File: src/bpcs_pkg.sv
package bpcs_pkg;

  // ---------------------------------------------------------------
  // Configuration offsets (byte addresses on the primary bus)
  // ---------------------------------------------------------------
  localparam logic [7:0] OFS_COMMAND = 8'h04;
  localparam logic [7:0] OFS_PRIMARY_STATUS = 8'h06;
  localparam logic [7:0] OFS_REVISION = 8'h08;

  // ---------------------------------------------------------------
  // Field positions inside the combined dwords
  // ---------------------------------------------------------------
  localparam int CMD_PERR_RESP_BIT = 6;
  localparam int CMD_WAIT_BIT = 7;
  localparam int CMD_SERR_EN_BIT = 8;
  localparam int CMD_FB2B_EN_BIT = 9;
  localparam int ST_CAP_LIST_BIT = 20;
  localparam int ST_66MHZ_BIT = 21;
  localparam int ST_FB2B_CAP_BIT = 23;
  localparam int ST_DPD_BIT = 24;
  localparam int ST_DEVSEL_LO = 25;
  localparam int ST_DEVSEL_HI = 26;
  localparam int ST_STA_BIT = 27;
  localparam int ST_RTA_BIT = 28;
  localparam int ST_RMA_BIT = 29;
  localparam int ST_SSE_BIT = 30;
  localparam int ST_DPE_BIT = 31;

  // Byte lanes of the configuration dword.
  localparam int LANE_CMD_LO = 0;
  localparam int LANE_CMD_HI = 1;
  localparam int LANE_ST_HI = 3;

  // ---------------------------------------------------------------
  // Fixed field values
  // ---------------------------------------------------------------
  localparam logic WAIT_CTRL_VAL = 1'b0;
  localparam logic CAP66_VAL = 1'b0;
  localparam logic FB2B_CAP_VAL = 1'b1;
  localparam logic [1:0] DEVSEL_MEDIUM = 2'h1;
  localparam logic CMD_RESET = 1'b0;
  localparam logic FLAG_RESET = 1'b0;

  // Sticky flag indices inside the flag bank.
  localparam int NFLAG = 6;
  localparam int F_DPD = 0;
  localparam int F_STA = 1;
  localparam int F_RTA = 2;
  localparam int F_RMA = 3;
  localparam int F_SSE = 4;
  localparam int F_DPE = 5;

  // ---------------------------------------------------------------
  // Carriers
  // ---------------------------------------------------------------
  typedef struct packed {
    logic rd;
    logic wr;
    logic [7:0] addr;
    logic [3:0] be_n;
    logic [31:0] wdata;
  } bpcs_cfg_req_t;

  typedef struct packed {
    logic master_active;
    logic parity_seen;
    logic addr_perr;
    logic data_perr;
    logic tgt_abort_sig;
    logic tgt_abort_rcv;
    logic mst_abort_rcv;
    logic serr_req;
  } bpcs_event_t;

  typedef struct packed {
    logic fb2b_en;
    logic serr_en;
    logic perr_resp;
  } bpcs_cmd_t;

endpackage

File: src/bpcs_regs.sv
`timescale 1ns/1ps
module bpcs_regs
  import bpcs_pkg::*;
#(
  // Revision number; the value is arbitrary.
  parameter logic [7:0] REV_NUMBER = 8'h01,
  // High when this revision carries a capability list.
  parameter logic CAP_LIST = 1'b1
) (
  // Clock and reset.
  input wire logic clock,
  input wire logic nrst,
  // Configuration access from the primary bus target.
  input wire bpcs_cfg_req_t cfg_req,
  output logic [31:0] cfg_rdata_r,
  output logic cfg_ack_r,
  // Primary bus events from the bridge logic.
  input wire bpcs_event_t events,
  // Open-drain system error pin.
  output logic serr_o_r,
  output logic serr_oe_r,
  // Command bits that steer the bridge.
  output bpcs_cmd_t cmd_r,
  // Sticky status flags, for the bridge's own use.
  output logic [NFLAG-1:0] flags_r
);

  // ---------------------------------------------------------------
  // State
  // ---------------------------------------------------------------
  // All registered state of this module in one word, except the sticky flags, which the flag bank holds.
  typedef struct packed {
    bpcs_cmd_t cmd;
    logic serr_oe;
    logic serr_lvl; // Pin level while driven; it never leaves zero.
    logic ack;
    logic [31:0] rdata;
  } bpcs_state_t;

  bpcs_state_t s_r; // Registered state.
  bpcs_state_t s_nxt; // Next state.
  logic hit_cs; // Access targets the command/status dword.
  logic hit_rev; // Access targets the revision dword.
  logic [NFLAG-1:0] flag_set; // Hardware set events.
  logic [NFLAG-1:0] flag_clr; // Software clear requests.
  logic [NFLAG-1:0] flags; // Current sticky flags.

  // ---------------------------------------------------------------
  // Helpers
  // ---------------------------------------------------------------
  // True when a byte address falls in the dword holding an offset.
  function automatic logic dword_hit(input logic [7:0] a,
                                     input logic [7:0] ofs);
    dword_hit = (a[7:2] == ofs[7:2]);
  endfunction

  // Builds the command/status dword as seen by a reader.
  // Unlisted bits stay zero, which covers every reserved field.
  function automatic logic [31:0] cs_word(input bpcs_cmd_t c,
                                          input logic [NFLAG-1:0] f);
    logic [31:0] w;
    w = 32'h0000_0000;
    w[CMD_PERR_RESP_BIT] = c.perr_resp;
    w[CMD_WAIT_BIT] = WAIT_CTRL_VAL;
    w[CMD_SERR_EN_BIT] = c.serr_en;
    w[CMD_FB2B_EN_BIT] = c.fb2b_en;
    w[ST_CAP_LIST_BIT] = CAP_LIST;
    w[ST_66MHZ_BIT] = CAP66_VAL;
    w[ST_FB2B_CAP_BIT] = FB2B_CAP_VAL;
    w[ST_DPD_BIT] = f[F_DPD];
    w[ST_DEVSEL_HI:ST_DEVSEL_LO] = DEVSEL_MEDIUM;
    w[ST_STA_BIT] = f[F_STA];
    w[ST_RTA_BIT] = f[F_RTA];
    w[ST_RMA_BIT] = f[F_RMA];
    w[ST_SSE_BIT] = f[F_SSE];
    w[ST_DPE_BIT] = f[F_DPE];
    cs_word = w;
  endfunction

  // ---------------------------------------------------------------
  // Address decode
  // ---------------------------------------------------------------
  // Decoding is on the dword only; byte enables pick the lanes.
  always_comb begin
    hit_cs = dword_hit(cfg_req.addr, OFS_COMMAND);
    hit_rev = dword_hit(cfg_req.addr, OFS_REVISION);
  end

  // ---------------------------------------------------------------
  // Sticky flag events
  // ---------------------------------------------------------------
  // Events come from logic on the same clock, so no synchroniser.
  always_comb begin
    flag_set = '0;
    flag_set[F_DPD] = events.master_active & events.parity_seen &
                      s_r.cmd.perr_resp;
    flag_set[F_STA] = events.tgt_abort_sig;
    flag_set[F_RTA] = events.tgt_abort_rcv;
    flag_set[F_RMA] = events.mst_abort_rcv;
    flag_set[F_SSE] = s_r.serr_oe;
    flag_set[F_DPE] = events.addr_perr | events.data_perr;
  end

  // Software clears; all six flags sit in the top byte lane.
  always_comb begin
    flag_clr = '0;
    if (cfg_req.wr && hit_cs && !cfg_req.be_n[LANE_ST_HI]) begin
      flag_clr[F_DPD] = cfg_req.wdata[ST_DPD_BIT];
      flag_clr[F_STA] = cfg_req.wdata[ST_STA_BIT];
      flag_clr[F_RTA] = cfg_req.wdata[ST_RTA_BIT];
      flag_clr[F_RMA] = cfg_req.wdata[ST_RMA_BIT];
      flag_clr[F_SSE] = cfg_req.wdata[ST_SSE_BIT];
      flag_clr[F_DPE] = cfg_req.wdata[ST_DPE_BIT];
    end
  end

  // The flag bank resolves set against clear.
  bpcs_w1c_bank #(
    .N(NFLAG)
  ) u_flags (
    .clock(clock),
    .nrst(nrst),
    .set(flag_set),
    .clr(flag_clr),
    .flags_r(flags)
  );

  // ---------------------------------------------------------------
  // Next state
  // ---------------------------------------------------------------
  always_comb begin
    s_nxt = s_r;
    // Every access is answered one cycle later.
    s_nxt.ack = cfg_req.rd | cfg_req.wr;
    // Command writes, lane by lane.
    if (cfg_req.wr && hit_cs) begin
      if (!cfg_req.be_n[LANE_CMD_LO]) begin
        s_nxt.cmd.perr_resp = cfg_req.wdata[CMD_PERR_RESP_BIT];
        // Bit 7 is not stored, so writes to it are lost.
      end
      if (!cfg_req.be_n[LANE_CMD_HI]) begin
        s_nxt.cmd.serr_en = cfg_req.wdata[CMD_SERR_EN_BIT];
        s_nxt.cmd.fb2b_en = cfg_req.wdata[CMD_FB2B_EN_BIT];
      end
    end
    s_nxt.serr_oe = events.serr_req & s_r.cmd.serr_en;
    // The pin only ever pulls low, so its level flop stays at zero.
    s_nxt.serr_lvl = 1'b0;
    // Read data is captured at the request and held until the next.
    if (cfg_req.rd) begin
      if (hit_cs) begin
        s_nxt.rdata = cs_word(s_r.cmd, flags);
      end else if (hit_rev) begin
        // revision number read
        // Class code bytes above are served elsewhere and read zero.
        s_nxt.rdata = {24'h00_0000, REV_NUMBER};
      end else begin
        // Dwords outside this block read zero.
        s_nxt.rdata = 32'h0000_0000;
      end
    end
  end

  // ---------------------------------------------------------------
  // State register
  // ---------------------------------------------------------------
  always_ff @(posedge clock) begin
    if (!nrst) begin
      s_r.cmd.fb2b_en <= CMD_RESET;
      s_r.cmd.serr_en <= CMD_RESET;
      s_r.cmd.perr_resp <= CMD_RESET;
      s_r.serr_oe <= 1'b0;
      s_r.serr_lvl <= 1'b0;
      s_r.ack <= 1'b0;
      s_r.rdata <= 32'h0000_0000;
    end else begin
      s_r <= s_nxt;
    end
  end

  // ---------------------------------------------------------------
  // Outputs
  // ---------------------------------------------------------------
  // The pin level is low whenever driven; the enable does the work.
  // Keeping the level at zero avoids a glitch to high on release.
  always_comb begin
    cfg_rdata_r = s_r.rdata;
    cfg_ack_r = s_r.ack;
    serr_oe_r = s_r.serr_oe;
    serr_o_r = s_r.serr_lvl;
    cmd_r = s_r.cmd;
    flags_r = flags;
  end

  // Helper taps so that $past sees plain signals.
  logic wd_fb2b; // Written fast back-to-back enable.
  logic wd_serr; // Written error enable.
  logic [7:0] wd_top; // Written top status byte.
  logic wd_perr; // Written parity response enable.
  assign wd_fb2b = cfg_req.wdata[CMD_FB2B_EN_BIT];
  assign wd_serr = cfg_req.wdata[CMD_SERR_EN_BIT];
  assign wd_top = cfg_req.wdata[31:24];
  assign wd_perr = cfg_req.wdata[CMD_PERR_RESP_BIT];
endmodule

File: src/bpcs_w1c_bank.sv
`timescale 1ns/1ps
module bpcs_w1c_bank
  import bpcs_pkg::*;
#(
  parameter int N = NFLAG
) (
  // Clock and reset.
  input wire logic clock,
  input wire logic nrst,
  // Hardware set and software clear vectors.
  input wire logic [N-1:0] set,
  input wire logic [N-1:0] clr,
  // Registered flags.
  output logic [N-1:0] flags_r
);

  // The whole state of the bank.
  typedef struct packed {
    logic [N-1:0] flags;
  } bpcs_bank_t;

  bpcs_bank_t s_r; // Registered state.
  bpcs_bank_t s_nxt; // Next state.

  // ---------------------------------------------------------------
  // Next state
  // ---------------------------------------------------------------
  // The set term is applied last so an event is never lost.
  always_comb begin
    s_nxt = s_r;
    s_nxt.flags = (s_r.flags & ~clr) | set;
  end

  // ---------------------------------------------------------------
  // State register
  // ---------------------------------------------------------------
  always_ff @(posedge clock) begin
    if (!nrst) begin
      s_r.flags <= {N{FLAG_RESET}};
    end else begin
      s_r <= s_nxt;
    end
  end

  assign flags_r = s_r.flags;

endmodule

File: config.mk
export PLATFORM = sky130hd
export DESIGN_NAME = bpcs_regs
export DESIGN_NICKNAME = d
export VERILOG_FILES = /design/src/bpcs_pkg.sv /design/src/bpcs_regs.sv /design/src/bpcs_w1c_bank.sv
export SDC_FILE = /design/constraint.sdc
export NUM_CORES = 1
export LEC_CHECK = 0
export BUFFER_PORTS_ARGS = -buffer_cell sky130_fd_sc_hd__buf_2
export CORE_MARGIN = 2
export CORE_UTILIZATION = 40
export CTS_CLUSTER_SIZE = 10
export DETAILED_ROUTE_END_ITERATION = 10
export GPL_ROUTABILITY_DRIVEN = 0
export HOLD_SLACK_MARGIN = 0.12
export PLACE_DENSITY = 0.84
export SLEW_MARGIN = 20
export SYNTH_ARGS = -nofsm -noshare
export SYNTH_HDL_FRONTEND = slang
export SYNTH_SLANG_ARGS = --single-unit
File: constraint.sdc
create_clock -name clock -period 2.3 [get_ports clock]
set_clock_uncertainty 0.05 [all_clocks]
set_input_delay 0.115 -clock clock [delete_from_list [all_inputs] [get_ports clock]]
set_output_delay 0.115 -clock clock [all_outputs]
set_load 0.03 [all_outputs]
# Word-level counts from Yosys, hierarchy flattened
# Cells that the tools add are included.
dict set report classes {
  eq_ne 2
  muxes 3
  bitwise 10
  reduce_logical 5
}
# cell count
set op_table {}
lappend op_table {{32-bit 2-to-1 mux} 1}
lappend op_table {{6-bit bitwise AND} 1}
lappend op_table {{6-bit by 1-bit equality test with 1-bit output, second input constant} 1}
lappend op_table {{6-bit by 2-bit equality test with 1-bit output, second input constant} 1}
lappend op_table {{6-bit 2-to-1 mux} 1}
lappend op_table {{6-bit inverter} 1}
lappend op_table {{6-bit bitwise OR} 1}
lappend op_table {{2-bit AND reduction} 2}
lappend op_table {{1-bit bitwise AND} 3}
lappend op_table {{1-bit logical AND} 2}
lappend op_table {{1-bit inverter} 2}
lappend op_table {{1-bit bitwise OR} 2}
lappend op_table {{1-bit logical NOT} 1}
lappend op_table {{1-bit 2-to-1 mux} 1}
dict set report word_totals {
  ff_bits 44
}

# Depth between registers and ports, before layout
dict set report depth {
  ltp_word 7
  ltp_mapped 4
  depth_no_buf 3
}

# By module
# A second synthesis with hierarchy kept.
dict set report hier_totals {
  cells_unflattened 120
  hier_area_um2 1137.3
}
# module n_inst cells_per_inst area_each_um2 seq_area_each_um2
set modules_own_cells {}
lappend modules_own_cells {bpcs_regs 1 102 889.6 320.3}
lappend modules_own_cells {bpcs_w1c_bank 1 18 247.7 120.1}

# Least setup slack after synthesis
# Ideal clock, no wire load.
dict set report synth_path {
  kind {input port to flip-flop}
  from {input port cfg_req[43] (netlist bit)}
  to {register u_flags.flags_r[0] (netlist name)}
  setup_time_ps 135
  arrival_ps 1150
  slack_ps 965
  cell_stages 3
  cell_sequence {or4_4 > nor4b_4 > a31oi_1}
}
dict set report synth_via {
  elab_chain_cells 7
}
# element line_no
set synth_rtl {}
lappend synth_rtl {{from (decl)} bpcs_regs.sv:14} ;# input wire bpcs_cfg_req_t cfg_req,
lappend synth_rtl {{6-bit by 1-bit equality test with 1-bit output} bpcs_regs.sv:54} ;# dword_hit = (a[7:2] == ofs[7:2]);
lappend synth_rtl {{1-bit logical AND (2 in series)} bpcs_regs.sv:107} ;# if (cfg_req.wr && hit_cs && !cfg_req.be_n[LANE_ST_HI]) begin
lappend synth_rtl {{6-bit 2-to-1 mux} bpcs_regs.sv:107}
lappend synth_rtl {{6-bit inverter} bpcs_w1c_bank.sv:31} ;# s_nxt.flags = (s_r.flags & ~clr) | set;
lappend synth_rtl {{6-bit bitwise AND} bpcs_w1c_bank.sv:31}
lappend synth_rtl {{6-bit bitwise OR} bpcs_w1c_bank.sv:31}
# No other way between the ends.
# A chain may end at the register's enable or synchronous reset.

# Worst setup path after layout
dict set report layout_path {
  from {input port cfg_req[39] (netlist bit)}
  to {register u_flags.flags_r[0] (netlist name)}
}
dict set report layout_via {
  elab_chain_cells 7
}
# element line_no
set layout_rtl {}
lappend layout_rtl {{6-bit by 1-bit equality test with 1-bit output} bpcs_regs.sv:54}
lappend layout_rtl {{1-bit logical AND (2 in series)} bpcs_regs.sv:107}
lappend layout_rtl {{6-bit 2-to-1 mux} bpcs_regs.sv:107}
lappend layout_rtl {{6-bit inverter} bpcs_w1c_bank.sv:31}
lappend layout_rtl {{6-bit bitwise AND} bpcs_w1c_bank.sv:31}
lappend layout_rtl {{6-bit bitwise OR} bpcs_w1c_bank.sv:31}
# No other way between the ends.

==> impl_metrics.env <==
export IMPL_status="finished clean"
export IMPL_nets=246
export IMPL_vias=1042
export IMPL_max_vdd_ir_drop_v=0.000325
export IMPL_crit_path_end_kind="flop"
export IMPL_fillCellCount=267
export IMPL_crit_required_ns=2.45
export IMPL_rsz0062_at_grt="false"
export IMPL_post_place_ws_ns=0.677
export IMPL_clockBufferDepth=2
export IMPL_initial_core_util_pct=41.4
export IMPL_ff2ff_path_depth=4
export IMPL_yosysSeqAreaShare_pct=38.9
export IMPL_tightest_slew_ns=0.577
export IMPL_drc_errors=0
export IMPL_ys_flop_type="dfxtp_1"
export IMPL_cts_inserted_buffers=3
export IMPL_setup_slack_ns=0.267
export IMPL_cpMostUsedCell="dlygate4sd3_1"
export IMPL_postSynthAreaPerCell_sq_um=9.28
export IMPL_antenna_cells=0
export IMPL_final_util_pct=56.5
export IMPL_maxSlewViolCount=0
export IMPL_synthArstFlopShare_pct=0
export IMPL_drt_total_wl_um=2710
export IMPL_wl_per_cell_um=12.3
export IMPL_fmax_mhz=492
export IMPL_drtIter0Drc=32
export IMPL_p_per_area_nw_per_um2=488
export IMPL_cts_tree="built"
export IMPL_setup_total_negative_slack_ns=0
export IMPL_port_buffers=53
export IMPL_yosys_cell_types_count=27
export IMPL_final_area_sq_um=1550
export IMPL_core_area_sq_um=2730
export IMPL_worstSetupPathType="primary input to flop"
export IMPL_fp_dieH_um=57.2
export IMPL_cp_top_family="buffers and inverters"
export IMPL_path_cells="dlygate4sd3_1, buf_2, nand2b_1, nor4b_4, a31oi_1, dlygate4sd3_1"
export IMPL_slowest_stage="dlygate4sd3_1"
export IMPL_syn_to_final_growth_pct=36.5
export IMPL_grt_max_degree=36
export IMPL_htree_levels=1
export IMPL_max_slew_margin_pct=61.2
export IMPL_cts_root_buf="clkbuf_4"
export IMPL_clk_pin_slew_ns=0.12
export IMPL_postPlaceCellArea_sq_um=1310
export IMPL_die_w_um=57.2
export IMPL_clk_latency_ns=0.30
export IMPL_synth_warning_count=0
export IMPL_synthCells=122
export IMPL_cp_depth=6
export IMPL_row_count=19
export IMPL_path_max_fanout=6
export IMPL_cp_buffers_inverters=3
export IMPL_drt_pass1_iter_count=4
export IMPL_post_route_min_period_ns=2.03
export IMPL_finalHoldViolCount=0
export IMPL_synth_edf_count=0
export IMPL_worstPathArrival_ns=2.18
export IMPL_grt_first_pass_wirelength_um=4260
export IMPL_final_layout_size_suffix_gt1_share_pct=37.0
export IMPL_viasPerCell=4.74
export IMPL_io_pins=100
export IMPL_die_area_sq_um=3270
export IMPL_ys_ff_latch=22
export IMPL_clock_sinks=22
export IMPL_worstSetupStartpointType="primary input"
export IMPL_cellLeakagePower_nw=0.749
export IMPL_netlist_top_cells_count="buf_4, dfxtp_1, nand3_1, nand3b_1, o21ai_2"
export IMPL_crit_path_max_incr_delay_ns=0.58
export IMPL_yosys_area_top_type_share_pct=38.9
export IMPL_grtUsageTotal_pct=16.9
export IMPL_grt_pass1_vias=933
export IMPL_timing_final_crit_share_pct=88.4
export IMPL_antenna_found_initial=0
export IMPL_dp_hpwl_um=1800
export IMPL_holdCritPathClass="primary input to flop"
export IMPL_grt_overflow=0
export IMPL_setup_viol=0
export IMPL_synth_area_leader_cell="dfxtp_1"
export IMPL_maxCapViolations=0
export IMPL_syn_area_sq_um=1130
export IMPL_synth_area_top_cells="dfxtp_1, buf_4, o21ai_2"
export IMPL_hold_depth=3
export IMPL_drtAntennaViolNets=0
## power by group
part | internal (W) | switching [W] | leakage, nW
Sequential | 0.000388 | 0.00000484 | 0.179
Clock | 0.0000965 | 0.000115 | 0.0210
Combinational | 0.0000538 | 0.0000967 | 0.550
## timing repair
item | in CTS | in global routing
hold endpoints to repair | 12 | 0
resized for setup | 0 | 0
hold buffers | 20 | 0
setup buffers | 0 | 0
## tightest hold or removal path: stages
cell,delay (ns)
buf_2,0.10
nor4b_4,0.06
a31oi_1,0.17
## registers in the layout (all words and copies together), names as in the netlist
register	cells
cfg_ack_r	1
cfg_rdata_r	11
cmd_r	3
serr_oe_r	1
u_flags.flags_r	6
## layer usage
metal | up-vias | wire length (um) | global-route usage (%)
met5 | - | 0 | 0
met4 | 0 | 47 | 8.64
met3 | 4 | 134 | 2.49
met2 | 44 | 1450 | 29.9
met1 | 469 | 1080 | 19.6
li1 | 525 | - | -
## through the flow
step           hold WS (ns)  total power [W]  instances
4_1_cts               0.160         0.000758        220
3_5_place_dp          0.254         0.000527        196
3_3_place_gp          0.254         0.000525        196
6_report              0.144         0.000754        220
2_1_floorplan         0.165         0.000514        141
5_1_grt               0.148         0.000785        220
## cell families (layout without fill, tap and decap cells)
logic type	count (synthesis)	after routing	synth area share, %
DFF	22	22	38.9
muxes	2	2	1.77
other	1	20	0.331
buffers and inverters	33	81	18.9
AOI/OAI and AO/OA	26	26	16.6
and+or+nand+nor	38	38	23.5
## cell usage in the layout (no fill, tap or decap), types with 2 or more instances in the layout
master         Yosys  routed
clkbuf_4           0       3
dfxtp_1           22      22
and3_1             2       2
mux2i_1            2       2
nor4b_4            2       2
nand2b_1           2       2
inv_1              4       4
conb_1             1      20
buf_2              0      53
dlygate4sd3_1      0      20
o21ai_0            5       5
o21ai_2           10      10
nand3b_1          10      10
nand2_1            6       6
a31oi_1            6       6
nand3_1           10      10
## layout make-up
cell class / count / area (sq um) / area share, %
inverter: 4 / 15.0 / 0.972
sequential: 22 / 440 / 28.5
tap: 31 / 38.8 / 2.51
timing repair buffer: 73 / 465 / 30.1
clock buffer: 4 / 36.3 / 2.35
multi-input combinational: 86 / 549 / 35.5
## final timing paths
path	slack, ns	endpoint	from
worst max-delay path	0.27	u_flags.flags_r[0]$_SDFF_PN0_	cfg_req[39]
worst min-delay path	0.14	u_flags.flags_r[4]$_SDFF_PN0_	cfg_req[35]
worst max register to register	0.81	u_flags.flags_r[0]$_SDFF_PN0_	cmd_r[0]$_SDFFE_PN0P_
worst min register to register	0.44	cfg_rdata_r[27]$_SDFFE_PN0P_	cfg_rdata_r[27]$_SDFFE_PN0P_
Note: power is estimated with default switching activity, not from simulation.
